$ cat config.mk
export PLATFORM = sky130hd
export DESIGN_NAME = motor_protection_supervisor
export DESIGN_NICKNAME = d
export VERILOG_FILES = /design/src/hw/mps_pkg.sv /design/src/hw/motor_protection_supervisor.sv
export VERILOG_INCLUDE_DIRS = /design/src /design/src/hw
export SDC_FILE = /design/constraint.sdc
export NUM_CORES = 1
export LEC_CHECK = 0
export BUFFER_PORTS_ARGS = -buffer_cell sky130_fd_sc_hd__clkbuf_2
export CELL_PAD_IN_SITES_DETAIL_PLACEMENT = 0
export CELL_PAD_IN_SITES_GLOBAL_PLACEMENT = 1
export CORE_MARGIN = 3
export CORE_UTILIZATION = 35
export DETAILED_ROUTE_END_ITERATION = 16
export PLACE_DENSITY_LB_ADDON = 0.25
export REMOVE_ABC_BUFFERS = 1
export SLEW_MARGIN = 20
export SYNTH_ARGS = -nofsm -noshare
export SYNTH_HDL_FRONTEND = slang
export SYNTH_SLANG_ARGS = --single-unit
$ cat constraint.sdc
create_clock -name clk -period 7.8 [get_ports clk]
set_input_delay 0.39 -clock clk [delete_from_list [all_inputs] [get_ports clk]]
set_output_delay 0.39 -clock clk [all_outputs]
set_load 0.05 [all_outputs]
$ cat src/hw/mps_consts.svh
/*
  Register offsets, write masks, reset words and timing counts of the
  motor protection supervisor. Assumes inclusion by its bare name.
*/
`ifndef MPS_CONSTS_SVH
`define MPS_CONSTS_SVH

// register byte addresses
`define ADDR_CTRL   8'h00
`define ADDR_SENS   8'h04
`define ADDR_LEVEL  8'h08
`define ADDR_PRE    8'h0c
`define ADDR_CONF   8'h10
`define ADDR_STAT   8'h14

// writable bits of each register
`define CTRL_WMASK  32'h0000001f
`define SENS_WMASK  32'h07ff07ff
`define LEVEL_WMASK 32'h0fffffff
`define PRE_WMASK   32'h03ff0fff
`define CONF_WMASK  32'h000000ff
`define CTRL_CLR_BIT 8

// reset words: protect common motor, limit on ramps, stall allowed,
// thresholds 10.0 V, scale 100 %, limit 160 %, stall 140 %,
// prealarm 160.0 % for 60.0 s, confirm 50 ms
`define CTRL_RST    32'h00000015
`define SENS_RST    32'h00640064
`define LEVEL_RST   32'h0578a064
`define PRE_RST     32'h02580640
`define CONF_RST    32'h00000032

// timing
`define CLK_HZ        50000000
`define TICK_HZ       1000
`define ONE_MIN_S     60
`define ONE_MIN_MS    (`ONE_MIN_S * 1000)
`define KEY_GAP_S     2
`define KEY_GAP_MS    (`KEY_GAP_S * 1000)
`define PRE_UNIT_MS   16'h0064
`define PCT_UNIT      12'h00a
`define LOW_SPEED_FRQ 16'h0bb8
`define THERM_TRIP    24'h0927c0

`endif

$ cat src/hw/mps_pkg.sv
/*
  Types of the motor protection supervisor: modes, register layouts and
  the measurement, drive and protection carriers. Assumes nothing.
*/
package mps_pkg;
  typedef enum logic [1:0] {OVL_OFF = 2'b00, OVL_COMMON = 2'b01,
                            OVL_VFMOTOR = 2'b10, OVL_SENSOR = 2'b11} ovl_mode_t;
  typedef enum logic [1:0] {CL_OFF = 2'b00, CL_RAMP = 2'b01,
                            CL_ALWAYS = 2'b10, CL_SLOWDOWN = 2'b11} cl_mode_t;
  typedef enum logic [2:0] {SRC_AIN_ONE = 3'b000, SRC_AIN_TWO = 3'b001,
                            SRC_RSV = 3'b010, SRC_PULSE = 3'b011,
                            SRC_COMM = 3'b100} src_t;
  typedef enum logic {KEY_IDLE = 1'b0, KEY_ARMED = 1'b1} key_state_t;
  typedef struct packed {
    logic [22:0] rsvHi; logic faultClr; logic [2:0] rsvMid;
    logic ovStallEnable; cl_mode_t currentLimitMode; ovl_mode_t overloadProtMode;
  } ctrl_reg_t;
  typedef struct packed {
    logic [4:0] rsvHi; src_t motorTwoSensorSource; logic [7:0] motorTwoSensorThreshold;
    logic [4:0] rsvLo; src_t motorOneSensorSource; logic [7:0] motorOneSensorThreshold;
  } sens_reg_t;
  typedef struct packed {
    logic [3:0] rsv; logic [11:0] ovStallPoint;
    logic [7:0] currentLimitLevel; logic [7:0] thermalRelayScale;
  } level_reg_t;
  typedef struct packed {
    logic [5:0] rsvHi; logic [9:0] prealarmTime; logic [3:0] rsvLo; logic [11:0] prealarmLevel;
  } pre_reg_t;
  typedef struct packed {
    logic [23:0] rsv; logic [7:0] overcurrentConfirmTime;
  } conf_reg_t;
  // current and bus voltage in 0.1 %, frequency in 0.01 Hz, sensors in 0.1 V
  typedef struct packed {
    logic [11:0] current; logic [15:0] freq; logic [11:0] busVolt;
    logic [7:0] ainOne; logic [7:0] ainTwo; logic [7:0] pulse; logic [7:0] comm;
  } meas_t;
  typedef struct packed {
    logic running; logic accel; logic decel; logic motorTwo;
  } drive_t;
  typedef struct packed {
    logic pwmBlock; logic motorOverloadFault; logic inverterOverloadAlarm;
    logic overvoltageAlarm; logic overloadPrealarmSignal;
    logic freqHold; logic freqLower; logic coastStop;
  } prot_t;
endpackage
$ cat src/hw/motor_protection_supervisor.sv
/*
  Motor protection supervisor: thermal overload, sensor trip, overload
  prealarm, current limiting, over-voltage stall, AXI4-Lite registers.
  Assumes measurements and drive state come from logic on clk; the
  stop-reset key is a raw pin and is synchronised here.

*/
// Decided for this implementation: the register offsets and the AXI4-Lite register port.
`timescale 1ns/1ps
`include "mps_consts.svh"

module motor_protection_supervisor #(
  parameter int TICK_CYCLES = `CLK_HZ / `TICK_HZ
) (
  input  wire logic          clk,
  input  wire logic          arst_n,
  input  wire logic          clkEn,
  input  wire logic          s_axi_awvalid,
  output logic               s_axi_awready,
  input  wire logic [7:0]    s_axi_awaddr,
  input  wire logic          s_axi_wvalid,
  output logic               s_axi_wready,
  input  wire logic [31:0]   s_axi_wdata,
  input  wire logic [3:0]    s_axi_wstrb,
  output logic               s_axi_bvalid,
  input  wire logic          s_axi_bready,
  output logic [1:0]         s_axi_bresp,
  input  wire logic          s_axi_arvalid,
  output logic               s_axi_arready,
  input  wire logic [7:0]    s_axi_araddr,
  output logic               s_axi_rvalid,
  input  wire logic          s_axi_rready,
  output logic [31:0]        s_axi_rdata,
  output logic [1:0]         s_axi_rresp,
  input  wire mps_pkg::meas_t  meas,
  input  wire mps_pkg::drive_t drive,
  input  wire logic          stopKeyPin,
  output mps_pkg::prot_t     prot
);

  logic [1:0] rstSync;
  logic       rst_n;
  // release of reset is synchronised so all flops leave reset together
  always_ff @(posedge clk or negedge arst_n) begin
    if (!arst_n) rstSync <= 2'b00;
    else rstSync <= {rstSync[0], 1'b1};
  end
  assign rst_n = rstSync[1];

  logic [31:0] ctrlQ, sensQ, levelQ, preQ, confQ;
  mps_pkg::ctrl_reg_t  ctrl;
  mps_pkg::sens_reg_t  sens;
  mps_pkg::level_reg_t lvl;
  mps_pkg::pre_reg_t   pre;
  mps_pkg::conf_reg_t  conf;
  assign ctrl  = mps_pkg::ctrl_reg_t'(ctrlQ);
  assign sens  = mps_pkg::sens_reg_t'(sensQ);
  assign lvl   = mps_pkg::level_reg_t'(levelQ);
  assign pre   = mps_pkg::pre_reg_t'(preQ);
  assign conf  = mps_pkg::conf_reg_t'(confQ);

  function automatic logic [31:0] merge(input logic [31:0] old, input logic [31:0] wd,
                                        input logic [3:0] strb, input logic [31:0] msk);
    logic [31:0] r;
    r = old;
    for (int b = 0; b < 4; b++) begin
      if (strb[b]) r[8*b +: 8] = wd[8*b +: 8];
    end
    return r & msk;
  endfunction

  function automatic logic mapped(input logic [7:0] a);
    return a == `ADDR_CTRL || a == `ADDR_SENS || a == `ADDR_LEVEL ||
           a == `ADDR_PRE || a == `ADDR_CONF || a == `ADDR_STAT;
  endfunction

  // sensor source decode, reserved code reads as zero volts
  function automatic logic [7:0] pickSensor(input mps_pkg::src_t s, input mps_pkg::meas_t m);
    logic [7:0] v;
    v = 8'h00;
    unique case (s)
      mps_pkg::SRC_AIN_ONE: v = m.ainOne;
      mps_pkg::SRC_AIN_TWO: v = m.ainTwo;
      mps_pkg::SRC_RSV:     v = 8'h00;
      mps_pkg::SRC_PULSE:   v = m.pulse;
      mps_pkg::SRC_COMM:    v = m.comm;
      default:              v = 8'h00;
    endcase
    return v;
  endfunction

  function automatic logic [11:0] pct10(input logic [7:0] p);
    return 12'(p) * `PCT_UNIT;
  endfunction

  // write address and data are taken together in one beat
  logic wrGo, rdGo;
  assign s_axi_awready = s_axi_awvalid && s_axi_wvalid && !s_axi_bvalid;
  assign s_axi_wready  = s_axi_awready;
  assign wrGo          = s_axi_awready;
  assign s_axi_arready = !s_axi_rvalid;
  assign rdGo          = s_axi_arvalid && s_axi_arready;

  logic faultClr;
  assign faultClr = wrGo && s_axi_awaddr == `ADDR_CTRL && s_axi_wstrb[1] &&
                    s_axi_wdata[`CTRL_CLR_BIT];

  // configuration registers, reserved bits masked off on write
  always_ff @(posedge clk or negedge rst_n) begin
    if (!rst_n) begin
      ctrlQ  <= `CTRL_RST;
      sensQ  <= `SENS_RST;
      levelQ <= `LEVEL_RST;
      preQ   <= `PRE_RST;
      confQ  <= `CONF_RST;
    end else if (clkEn && wrGo) begin
      unique case (s_axi_awaddr)
        `ADDR_CTRL:  ctrlQ  <= merge(ctrlQ, s_axi_wdata, s_axi_wstrb, `CTRL_WMASK);
        `ADDR_SENS:  sensQ  <= merge(sensQ, s_axi_wdata, s_axi_wstrb, `SENS_WMASK);
        `ADDR_LEVEL: levelQ <= merge(levelQ, s_axi_wdata, s_axi_wstrb, `LEVEL_WMASK);
        `ADDR_PRE:   preQ   <= merge(preQ, s_axi_wdata, s_axi_wstrb, `PRE_WMASK);
        `ADDR_CONF:  confQ  <= merge(confQ, s_axi_wdata, s_axi_wstrb, `CONF_WMASK);
        default: ;
      endcase
    end
  end

  logic [31:0] status;
  logic [23:0] heatQ;
  // write response, unmapped address answers slave error
  always_ff @(posedge clk or negedge rst_n) begin
    if (!rst_n) begin
      s_axi_bvalid <= 1'b0;
      s_axi_bresp  <= 2'b00;
    end else if (clkEn) begin
      if (wrGo) begin
        s_axi_bvalid <= 1'b1;
        s_axi_bresp  <= mapped(s_axi_awaddr) ? 2'b00 : 2'b10;
      end else if (s_axi_bready) begin
        s_axi_bvalid <= 1'b0;
      end
    end
  end

  // read data registered one cycle after the address is taken
  always_ff @(posedge clk or negedge rst_n) begin
    if (!rst_n) begin
      s_axi_rvalid <= 1'b0;
      s_axi_rdata  <= 32'h00000000;
      s_axi_rresp  <= 2'b00;
    end else if (clkEn) begin
      if (rdGo) begin
        s_axi_rvalid <= 1'b1;
        s_axi_rresp  <= mapped(s_axi_araddr) ? 2'b00 : 2'b10;
        unique case (s_axi_araddr)
          `ADDR_CTRL:  s_axi_rdata <= ctrlQ;
          `ADDR_SENS:  s_axi_rdata <= sensQ;
          `ADDR_LEVEL: s_axi_rdata <= levelQ;
          `ADDR_PRE:   s_axi_rdata <= preQ;
          `ADDR_CONF:  s_axi_rdata <= confQ;
          `ADDR_STAT:  s_axi_rdata <= status;
          default:     s_axi_rdata <= 32'h00000000;
        endcase
      end else if (s_axi_rready) begin
        s_axi_rvalid <= 1'b0;
      end
    end
  end

  // stop-reset key: two flops, then the edge detector reads stage two
  logic [2:0] keySync;
  logic       keyPress;
  always_ff @(posedge clk or negedge rst_n) begin
    if (!rst_n) keySync <= 3'b000;
    else if (clkEn) keySync <= {keySync[1:0], stopKeyPin};
  end
  assign keyPress = keySync[1] && !keySync[2];

  // free-running millisecond tick
  logic [15:0] tickCntQ;
  logic        msTick;
  always_ff @(posedge clk or negedge rst_n) begin
    if (!rst_n) tickCntQ <= 16'h0000;
    else if (clkEn) tickCntQ <= msTick ? 16'h0000 : tickCntQ + 16'h0001;
  end
  assign msTick = tickCntQ == 16'(TICK_CYCLES - 1);

  // thermal threshold from the scale, derated at low speed for self-cooled motors
  logic [11:0] thermLevel, thermBase;
  logic        sensorTrip, thermTrip, overloadTrip;
  assign thermBase = pct10(lvl.thermalRelayScale);
  always_comb begin
    thermLevel = thermBase;
    if (ctrl.overloadProtMode == mps_pkg::OVL_COMMON && meas.freq < `LOW_SPEED_FRQ)
      thermLevel = thermBase - {2'b00, thermBase[11:2]};
  end
  assign sensorTrip = drive.motorTwo ?
    pickSensor(sens.motorTwoSensorSource, meas) > sens.motorTwoSensorThreshold :
    pickSensor(sens.motorOneSensorSource, meas) > sens.motorOneSensorThreshold;
  assign thermTrip = heatQ >= `THERM_TRIP;

  // heat integrates excess current each ms and cools by one when below
  always_ff @(posedge clk or negedge rst_n) begin
    if (!rst_n) heatQ <= 24'h000000;
    else if (clkEn && msTick) begin
      if (meas.current > thermLevel) begin
        heatQ <= thermTrip ? heatQ : heatQ + 24'(meas.current - thermLevel);
      end else if (heatQ != 24'h000000) begin
        heatQ <= heatQ - 24'h000001;
      end
    end
  end

  always_comb begin
    overloadTrip = 1'b0;
    unique case (ctrl.overloadProtMode)
      mps_pkg::OVL_OFF:     overloadTrip = 1'b0;
      mps_pkg::OVL_COMMON,
      mps_pkg::OVL_VFMOTOR: overloadTrip = thermTrip;
      mps_pkg::OVL_SENSOR:  overloadTrip = sensorTrip;
    endcase
  end

  // overload prealarm: continuous-time qualification in ms
  logic [15:0] preCntQ, preTarget;
  logic        preAbove, preQd;
  assign preAbove  = meas.current > pre.prealarmLevel;
  assign preTarget = 16'(pre.prealarmTime) * `PRE_UNIT_MS;
  always_ff @(posedge clk or negedge rst_n) begin
    if (!rst_n) preCntQ <= 16'h0000;
    else if (clkEn) begin
      if (!preAbove) preCntQ <= 16'h0000;
      else if (msTick && preCntQ < preTarget) preCntQ <= preCntQ + 16'h0001;
    end
  end
  always_ff @(posedge clk or negedge rst_n) begin
    if (!rst_n) preQd <= 1'b0;
    else if (clkEn) preQd <= preAbove && preCntQ >= preTarget;
  end

  // current limiting decisions
  logic atLimit, ramping, steady, limitHold, limitLower, stallHold;
  logic [7:0] confCntQ;
  assign atLimit = meas.current >= pct10(lvl.currentLimitLevel);
  assign ramping = drive.accel || drive.decel;
  assign steady  = drive.running && !ramping;
  always_ff @(posedge clk or negedge rst_n) begin
    if (!rst_n) confCntQ <= 8'h00;
    else if (clkEn) begin
      if (!atLimit || ctrl.currentLimitMode != mps_pkg::CL_SLOWDOWN) confCntQ <= 8'h00;
      else if (msTick && confCntQ < conf.overcurrentConfirmTime)
        confCntQ <= confCntQ + 8'h01;
    end
  end
  always_comb begin
    limitHold  = 1'b0;
    limitLower = 1'b0;
    unique case (ctrl.currentLimitMode)
      mps_pkg::CL_OFF: ;
      mps_pkg::CL_RAMP: limitHold = atLimit && ramping;
      mps_pkg::CL_ALWAYS: begin
        limitHold  = atLimit && ramping;
        limitLower = atLimit && steady;
      end
      mps_pkg::CL_SLOWDOWN:
        limitLower = atLimit && drive.running &&
                     confCntQ >= conf.overcurrentConfirmTime;
    endcase
  end
  assign stallHold = ctrl.ovStallEnable && drive.decel &&
                     meas.busVolt >= lvl.ovStallPoint;

  // one-minute supervision of decel limiting and of stall
  logic [15:0] limMsQ, stallMsQ, keyMsQ;
  logic        decelLimiting;
  assign decelLimiting = drive.decel && (limitHold || limitLower);
  always_ff @(posedge clk or negedge rst_n) begin
    if (!rst_n) limMsQ <= 16'h0000;
    else if (clkEn) begin
      if (!decelLimiting) limMsQ <= 16'h0000;
      else if (msTick && limMsQ <= 16'(`ONE_MIN_MS)) limMsQ <= limMsQ + 16'h0001;
    end
  end
  always_ff @(posedge clk or negedge rst_n) begin
    if (!rst_n) stallMsQ <= 16'h0000;
    else if (clkEn) begin
      if (!stallHold) stallMsQ <= 16'h0000;
      else if (msTick && stallMsQ <= 16'(`ONE_MIN_MS)) stallMsQ <= stallMsQ + 16'h0001;
    end
  end

  // key sequence: a second press counts only after the gap has run out
  mps_pkg::key_state_t keyStateQ;
  logic keyAlarm;
  assign keyAlarm = decelLimiting && keyPress && keyStateQ == mps_pkg::KEY_ARMED &&
                    keyMsQ >= 16'(`KEY_GAP_MS);
  always_ff @(posedge clk or negedge rst_n) begin
    if (!rst_n) begin
      keyStateQ <= mps_pkg::KEY_IDLE;
      keyMsQ    <= 16'h0000;
    end else if (clkEn) begin
      if (!decelLimiting) begin
        keyStateQ <= mps_pkg::KEY_IDLE;
        keyMsQ    <= 16'h0000;
      end else begin
        unique case (keyStateQ)
          mps_pkg::KEY_IDLE: if (keyPress) begin
            keyStateQ <= mps_pkg::KEY_ARMED;
            keyMsQ    <= 16'h0000;
          end
          mps_pkg::KEY_ARMED: begin
            if (keyPress) begin
              // early second press restarts the gap, late one fires
              keyStateQ <= keyAlarm ? mps_pkg::KEY_IDLE : mps_pkg::KEY_ARMED;
              keyMsQ    <= 16'h0000;
            end else if (msTick && keyMsQ < 16'(`KEY_GAP_MS)) begin
              keyMsQ <= keyMsQ + 16'h0001;
            end
          end
        endcase
      end
    end
  end

  // latched faults: a new trip wins over a software clear in the same cycle
  logic olFaultQ, invAlarmQ, ovAlarmQ, olSet, invSet, ovSet;
  assign olSet  = overloadTrip;
  assign invSet = keyAlarm || limMsQ > 16'(`ONE_MIN_MS);
  assign ovSet  = stallMsQ > 16'(`ONE_MIN_MS);
  always_ff @(posedge clk or negedge rst_n) begin
    if (!rst_n) begin
      olFaultQ  <= 1'b0;
      invAlarmQ <= 1'b0;
      ovAlarmQ  <= 1'b0;
    end else if (clkEn) begin
      olFaultQ  <= olSet || (olFaultQ && !faultClr);
      invAlarmQ <= invSet || (invAlarmQ && !faultClr);
      ovAlarmQ  <= ovSet || (ovAlarmQ && !faultClr);
    end
  end

  // outputs from flops; stall hold masks frequency lowering, coasting gates neither frequency command
  always_ff @(posedge clk or negedge rst_n) begin
    if (!rst_n) prot <= '0;
    else if (clkEn) begin
      prot.motorOverloadFault     <= olSet || (olFaultQ && !faultClr);
      prot.inverterOverloadAlarm  <= invSet || (invAlarmQ && !faultClr);
      prot.overvoltageAlarm       <= ovSet || (ovAlarmQ && !faultClr);
      prot.coastStop              <= invSet || ovSet ||
                                     ((invAlarmQ || ovAlarmQ) && !faultClr);
      prot.pwmBlock               <= olSet || invSet || ovSet ||
                                     ((olFaultQ || invAlarmQ || ovAlarmQ) && !faultClr);
      prot.overloadPrealarmSignal <= preAbove && preCntQ >= preTarget;
      prot.freqHold               <= limitHold || stallHold;
      prot.freqLower              <= limitLower && !stallHold;
    end
  end

  assign status = {heatQ[23:8], 8'h00, preQd, prot.freqLower, prot.freqHold,
                   prot.coastStop, prot.pwmBlock, ovAlarmQ, invAlarmQ, olFaultQ};

endmodule // motor_protection_supervisor

==> Yosys cells after proc, flatten, opt, wreduce, memory -nomap -nowiden <==
Cells that the tools add are included.
{ "word_totals": {"word_cells": 237, "in_bits": 137, "register_bits": 249, "output_inout_bits": 49} }
{ "classes": {"mul": 3, "n_eq_ne": 30, "muxes": 36, "n_addsub": 10, "bitwise_logic": 1, "reduce_logical": 102, "n_lt_le_gt_ge": 18} }
{ "ops": {"columns": ["operator", "n"], "rows": [
  ["$pmux 32 s6", 1],
  ["$mux 16", 11],
  ["$add 16x1->16 const B", 5],
  ["$mux 24", 3],
  ["$pmux 8 s4", 2],
  ["$reduce_and 3->1", 16],
  ["$logic_and 1x1->1", 33],
  ["$eq 8x4->1 const B", 4],
  ["$eq 8x5->1 const B", 4],
  ["$gt 16x16->1 const B", 2],
  ["$le 16x16->1 const B", 2],
  ["$pmux 16 s2", 1],
  ["$logic_or 1x1->1", 26],
  ["$add 24x24->24", 1],
  ["$ge 12x12->1", 2],
  ["$ge 24x20->1 const B", 1],
  ["$gt 12x12->1", 2],
  ["$reduce_bool 24->1", 1],
  ["$sub 24x1->24 const B", 1],
  ["$mul 8x3->11 const B", 2],
  ["$eq 16x16->1 const B", 1],
  ["$eq 8x3->1 const B", 2],
  ["$ge 16x11->1 const B", 1],
  ["$ge 16x16->1", 1],
  ["other kinds (33)", 75]
]} }

==> Logic depth before layout (Yosys ltp) <==
{ "logic_depth": {"depth_word": 14, "mapped_depth": 36, "mapped_depth_nobuf": 35} }

==> Worst setup path before layout <==
No wires, ideal clock.
{ "synth_timing": {"path_type": "reg2reg", "startpoint": "register levelQ[1]", "endpoint": "register heatQ[23]", "synth_period_minus_slack_ns": 7.036, "path_stages_with_launch": 35, "arrival_time_ns": 6.957, "setup_time_ns": 0.079, "slack_ns": 0.764, "path_buffers": 0, "t_required_ns": 7.721, "cell_sequence": "dfrtp_1 -> ha_1 -> ha_1 -> inv_1 -> fa_1 -> inv_1 -> a21oi_1 -> o21bai_1 -> xor2_1 -> inv_1 -> ha_1 -> nand2_1 -> nor2_1 -> a211oi_1 -> xnor2_1 -> mux2i_1 -> ha_1 -> nand4_1 -> a211oi_1 -> o31a_1 -> o21a_1 -> nor2_1 -> xnor2_1 -> nand2b_1 -> o21ai_0 -> ha_1 -> and3_1 -> and3_1 -> or3b_2 -> a31oi_1 -> o21a_1 -> o22ai_1 -> xor2_1 -> nor3_1 -> xor2_1"} }
{ "synth_between": {"elab_chain_cells": 7, "elab_cells_between_ends": 11, "cone_classes": "add/sub: 3; mul: 1; order compare: 1; eq/ne: 1; mux: 3; reduce/logical: 2"} }
{ "synth_rtl": {"columns": ["item", "line_no", "rtl"], "rows": [
  ["start, declared", "motor_protection_supervisor.sv:50", "logic [31:0] ctrlQ, sensQ, levelQ, preQ, confQ;"],
  ["start signal, assigned", "motor_protection_supervisor.sv:113", "levelQ <= `LEVEL_RST;"],
  ["start signal, assigned", "motor_protection_supervisor.sv:120", "`ADDR_LEVEL: levelQ <= merge(levelQ, s_axi_wdata, s_axi_wstrb, `LEVEL_WMASK);"],
  ["$mul 8x3->11 (no source line) *", null, null],
  ["$sub 12x10->12", "motor_protection_supervisor.sv:195", "thermLevel = thermBase - {2'b00, thermBase[11:2]};"],
  ["$mux 12 *", "motor_protection_supervisor.sv:194", "if (ctrl.overloadProtMode == mps_pkg::OVL_COMMON && meas.freq < `LOW_SPEED_FRQ)"],
  ["$sub 12x12->13", "motor_protection_supervisor.sv:207", "heatQ <= thermTrip ? heatQ : heatQ + 24'(meas.current - thermLevel);"],
  ["$add 24x24->24", "motor_protection_supervisor.sv:207", null],
  ["$mux 24", "motor_protection_supervisor.sv:207", null],
  ["$mux 24", "motor_protection_supervisor.sv:206", "if (meas.current > thermLevel) begin"],
  ["end signal, assigned", "motor_protection_supervisor.sv:207", null],
  ["end signal, assigned", "motor_protection_supervisor.sv:209", "heatQ <= heatQ - 24'h000001;"],
  ["end, declared", "motor_protection_supervisor.sv:129", "logic [23:0] heatQ;"]
]} }
Mark *: on every way between the ends. The rest lies on a longest branch, timed or not. The select of a mux whose other input is x is not followed.
A chain may end at the register's enable or synchronous reset.

==> Worst setup path in the final report <==
Ends and elaborated chain as after synthesis.

==> run summary <==
The count of endpoints failing hold in the final timing report was 0. The violation count after the first detailed-route iteration is 1010. The layout overhead on the synthesized area is 17.0%. The most instantiated library cell after synthesis is sky130_fd_sc_hd__nand2_1.

The number of antenna violations at the first check in global routing is 10. At the worst endpoint, the required time is between 8000 and 9000 ps. The number of global-route vias before repair came out at 14941. The HPWL after detailed placement came out at roughly 42 mm.

The relative max-transition margin came out at slightly below 30%. The netlist area before placement came out at 17500 sq um. The area of the die came out at 52900 sq um.

Measured along the x axis, the die boundary spans around 230 um. Each instance of the synthesized netlist takes up on average slightly below 9 sq um. After detailed routing, the average wire length per cell comes to 18.8 um.

For this run, design rule violations remaining after detail routing come to 0. The effective utilization at floorplan came out at a little over a third. The share of flip-flops with an asynchronous set or reset came out at 100%. The post-route antenna net violation count came out at 0. The cell that appears most often on the critical path is sky130_fd_sc_hd__ha_1.

The endpoint of the lowest-slack register-to-register path is heatQ[23]$_DFFE_PN0P_. STA classifies the critical path startpoint as a flip-flop. Summed over its instances, the top area cell type makes up a little under a third of the synthesized netlist area.

The worst setup path is captured at a flip-flop. The cell sitting at the root of the clock tree is a sky130_fd_sc_hd__clkbuf_16. The routed wire length came out at between 50 and 60 mm. On the final layout, the worst clock skew is 19.5 ps.

After layout, the design draws a total of 3.42 mW. Of the available clock period, the critical path in the final layout requires between 90% and 100%. The clock period minus final worst setup slack came out at around 7300 ps.

The distinct cell type count after synthesis is 71. The maximum clock path buffer count came out at 3. The critical path's slowest cell is sky130_fd_sc_hd__dfrtp_1. TritonCTS built the clock tree. The maximum fanout encountered on the critical timing path is 9. The first TritonRoute pass finished after 5 iterations. The worst-case IR drop observed on VDD is 0.174 mV. The critical path data arrival time came out at approximately 8000 ps. The total leakage power is 9.89 nW. After clock tree synthesis, the clock-pin slew on the worst setup and hold paths is approximately 60 ps.

The kind of cell with the highest combined delay along the critical path is compound AO/OA/AOI/OAI gates. CTS built an H-tree with a depth of 1. The final-report max-slew violation count came out at 0. The worst-case hold path end point is levelQ[19]$_DFFE_PN1P_. The worst setup slack for register-to-register paths is approximately 500 ps. Setup repair after global routing could not meet its margin everywhere.

The aggregate negative setup slack came out at 0 ps. The number of endpoints failing setup at the final stage is 0. Timing would allow up to roughly 140 MHz.

The number of instances in the synthesized netlist is between 1500 and 2000. The clock latency at the later pin of the worst-skew pair came out at ~590 ps. The share of the core filled with cells in the final layout came out at 41.7%.

The tool flagged a number of max-cap violations equal to 0. The first global-routing pass estimated roughly 84 mm of wire. The class of the tightest hold or removal check is in2reg. Routability-driven placement finished with a final weighted congestion of 0.877. The origin of the critical flop-to-flop path is levelQ[1]$_DFFE_PN0P_. The die extent in y came out at ~230 um. The ratio of routed vias to standard cells came out at about 5.3.

By count the netlist is led by 233 x sky130_fd_sc_hd__nand2_1, 217 x sky130_fd_sc_hd__dfrtp_1, 191 x sky130_fd_sc_hd__ha_1. The net total in the final layout came out at 2504. Global routing used roughly a fifth of the available tracks across all layers. Measured in cells, the most critical reg-to-reg path has a length of 34. The largest net degree at the start of global routing came out at 141. The count of buffering cells on the critical path with inverters included is 4. The library cell occupying the most area in the post-synthesis netlist is sky130_fd_sc_hd__dfrtp_1. The ratio of cells with drive above 1 in the final layout came out at approximately 16%. In this run, synthesis inferred 0 flip-flops with an integrated enable. The actual slew at the worst max-slew pin is approximately 1100 ps. The power density relative to cell area came out at between 150 and 200 nW/um^2.

The delay of the slowest critical-path stage came out at between 400 and 500 ps. The clock drives roughly 250 sinks. The startpoint identified for the worst hold timing path is s_axi_wdata[19]. Pin placement for this block handled between 150 and 200 I/O pins. Counting tap cells, the placed design contains a total of 2794 instances. The flow ran to the end, and the final reports show no timing, DRC or antenna violations. For this run, the number of Yosys warnings is 0. The flop and latch count out of synthesis came out at 247. The routed layout has about 15000 vias. The category of the critical setup timing path is reg2reg. The TritonCTS buffer count came out at 30. In the post-synthesis netlist, the biggest area contributors are sky130_fd_sc_hd__dfrtp_1 31%, sky130_fd_sc_hd__ha_1 14%, sky130_fd_sc_hd__o21ai_0 5.3%. In the synthesized netlist the dominant register cell turns out to be sky130_fd_sc_hd__dfrtp_1. The share of synthesized area occupied by flip-flops and latches is a little over a third. The filler cells instantiated in the layout total between 5000 and 6000. The worst hold path was traced through 3 stages. The number of rows in the core area is 81. The remaining global-route overflow is 0. The count of port buffers added during placement is 176. The count of cells in the finished layout, fillers not included, comes to 2859.

The placeable core region came out at roughly 50000 sq um.
==> cell usage in the layout, fill, tap and decap left out, types with 6 or more instances in the layout <==
master,netlist,final
sky130_fd_sc_hd__nand2_1,233,233
sky130_fd_sc_hd__dfrtp_1,217,216
sky130_fd_sc_hd__ha_1,191,190
sky130_fd_sc_hd__o21ai_0,186,185
sky130_fd_sc_hd__clkbuf_2,0,176
sky130_fd_sc_hd__nor2_1,170,170
sky130_fd_sc_hd__inv_1,140,140
sky130_fd_sc_hd__a21oi_1,101,100
sky130_fd_sc_hd__xor2_1,65,65
sky130_fd_sc_hd__xnor2_1,54,53
sky130_fd_sc_hd__nand3_1,50,49
sky130_fd_sc_hd__mux2i_1,46,46
sky130_fd_sc_hd__a21o_1,35,35
sky130_fd_sc_hd__mux2_2,35,35
sky130_fd_sc_hd__nand4_1,34,34
sky130_fd_sc_hd__nand2b_1,31,30
sky130_fd_sc_hd__clkbuf_16,0,30
sky130_fd_sc_hd__dfstp_2,30,30
sky130_fd_sc_hd__nor3_1,30,28
sky130_fd_sc_hd__buf_4,7,24
sky130_fd_sc_hd__nor2b_1,20,20
sky130_fd_sc_hd__and3_1,19,19
sky130_fd_sc_hd__o21a_1,18,18
sky130_fd_sc_hd__a221oi_1,16,16
sky130_fd_sc_hd__o21ai_1,13,14
sky130_fd_sc_hd__nor4_1,16,14
sky130_fd_sc_hd__o31ai_1,13,13
sky130_fd_sc_hd__o21bai_1,12,12
sky130_fd_sc_hd__and2_1,11,11
sky130_fd_sc_hd__bufinv_16,0,10
sky130_fd_sc_hd__a31oi_1,10,9
sky130_fd_sc_hd__fa_1,9,9
sky130_fd_sc_hd__a211oi_1,10,8
sky130_fd_sc_hd__or4_1,8,8
sky130_fd_sc_hd__a22o_1,8,8
sky130_fd_sc_hd__o211ai_1,7,7
sky130_fd_sc_hd__o2111ai_1,6,6
sky130_fd_sc_hd__clkbuf_1,50,6
==> cell type report <==
type,instances,area (sq um),area share (%)
diodes,4,10.0,0.0488
flip-flops and latches,247,6220,30.3
well taps,664,831,4.05
inverters,140,526,2.56
clock inverters,17,358,1.74
repair buffers,204,1110,5.41
clock buffers,39,815,3.97
multi-input cells,1544,10700,51.9
==> worst min-delay path, cell delays in order <==
cell and delay [ps]:
sky130_fd_sc_hd__clkbuf_2 110, sky130_fd_sc_hd__nand2_1 50, sky130_fd_sc_hd__o21ai_0 70
==> per-layer routing <==
layer / vias to the layer above / part of all wire (%) / track usage, %
li1: 7400 / - / -
met1: 7332 / 47 / 27.8
met2: 330 / 46 / 32.6
met3: 65 / 5.4 / 3.49
met4: 12 / 2.0 / 3.90
met5: - / 0.17 / 0
==> registers in the layout, indices dropped and copies added, names as in the netlist, 2 cells and up <==
name	cells
s_axi_rdata	32
levelQ	28
heatQ	24
pre	22
sens	22
keyMsQ	16
limMsQ	16
preCntQ	16
stallMsQ	16
tickCntQ	16
confCntQ	8
conf	8
prot	8
ctrl	5
keySync	3
rstSync	2
==> cell families (layout without fill, tap and decap cells) <==
group                      after synthesis  count (layout)  synth area share [%]
and+or+nand+nor                        653             653                  17.3
AOI/OAI and AO/OA                      488             488                  17.3
DFF                                    247             247                  35.4
buffers and inverters                  202             400                  4.49
adders and majority gates              200             200                  14.6
xor gates and xnor gates               119             119                  5.94
muxes                                   81              81                  4.87
other                                    2               7                0.0428
==> stage by stage <==
stage                     setup slack (ps)  area [sq um]  hold WS (ps)
after global placement                 369         19200           176
final                                  505         20500          43.1
after global routing                 -33.9         20500          34.1
after floorplan                        459         17300          94.4
after detailed placement               237         19200           179
after CTS                              217         20400          8.46
==> where the power goes <==
part | leakage [nW] | internal (mW) | switching, mW
combinational | 6.18 | 0.152 | 0.264
sequential | 3.13 | 1.31 | 0.0357
clock | 0.571 | 1.07 | 0.591
==> worst max-delay path by stage <==
stage | startpoint | end | cells after the start
floorplan | rstSync[1]$_DFF_PN0_ | confCntQ[0]$_DFFE_PN0P_ | 0
global placement | levelQ[1]$_DFFE_PN0P_ | heatQ[20]$_DFFE_PN0P_ | 31
detailed placement | levelQ[1]$_DFFE_PN0P_ | heatQ[23]$_DFFE_PN0P_ | 33
CTS | levelQ[1]$_DFFE_PN0P_ | heatQ[23]$_DFFE_PN0P_ | 33
global route | levelQ[1]$_DFFE_PN0P_ | heatQ[23]$_DFFE_PN0P_ | 32
finish | levelQ[1]$_DFFE_PN0P_ | heatQ[23]$_DFFE_PN0P_ | 34
==> timing repair <==
item | 4_1_cts | 5_1_grt
endpoints found under the setup margin | 0 | 8
buffers inserted | 0 | 2
resized for setup | 0 | 12
hold endpoints to repair | 4 | 0
hold buffers | 3 | 0
No activity file was read; power rests on OpenSTA's default activity.
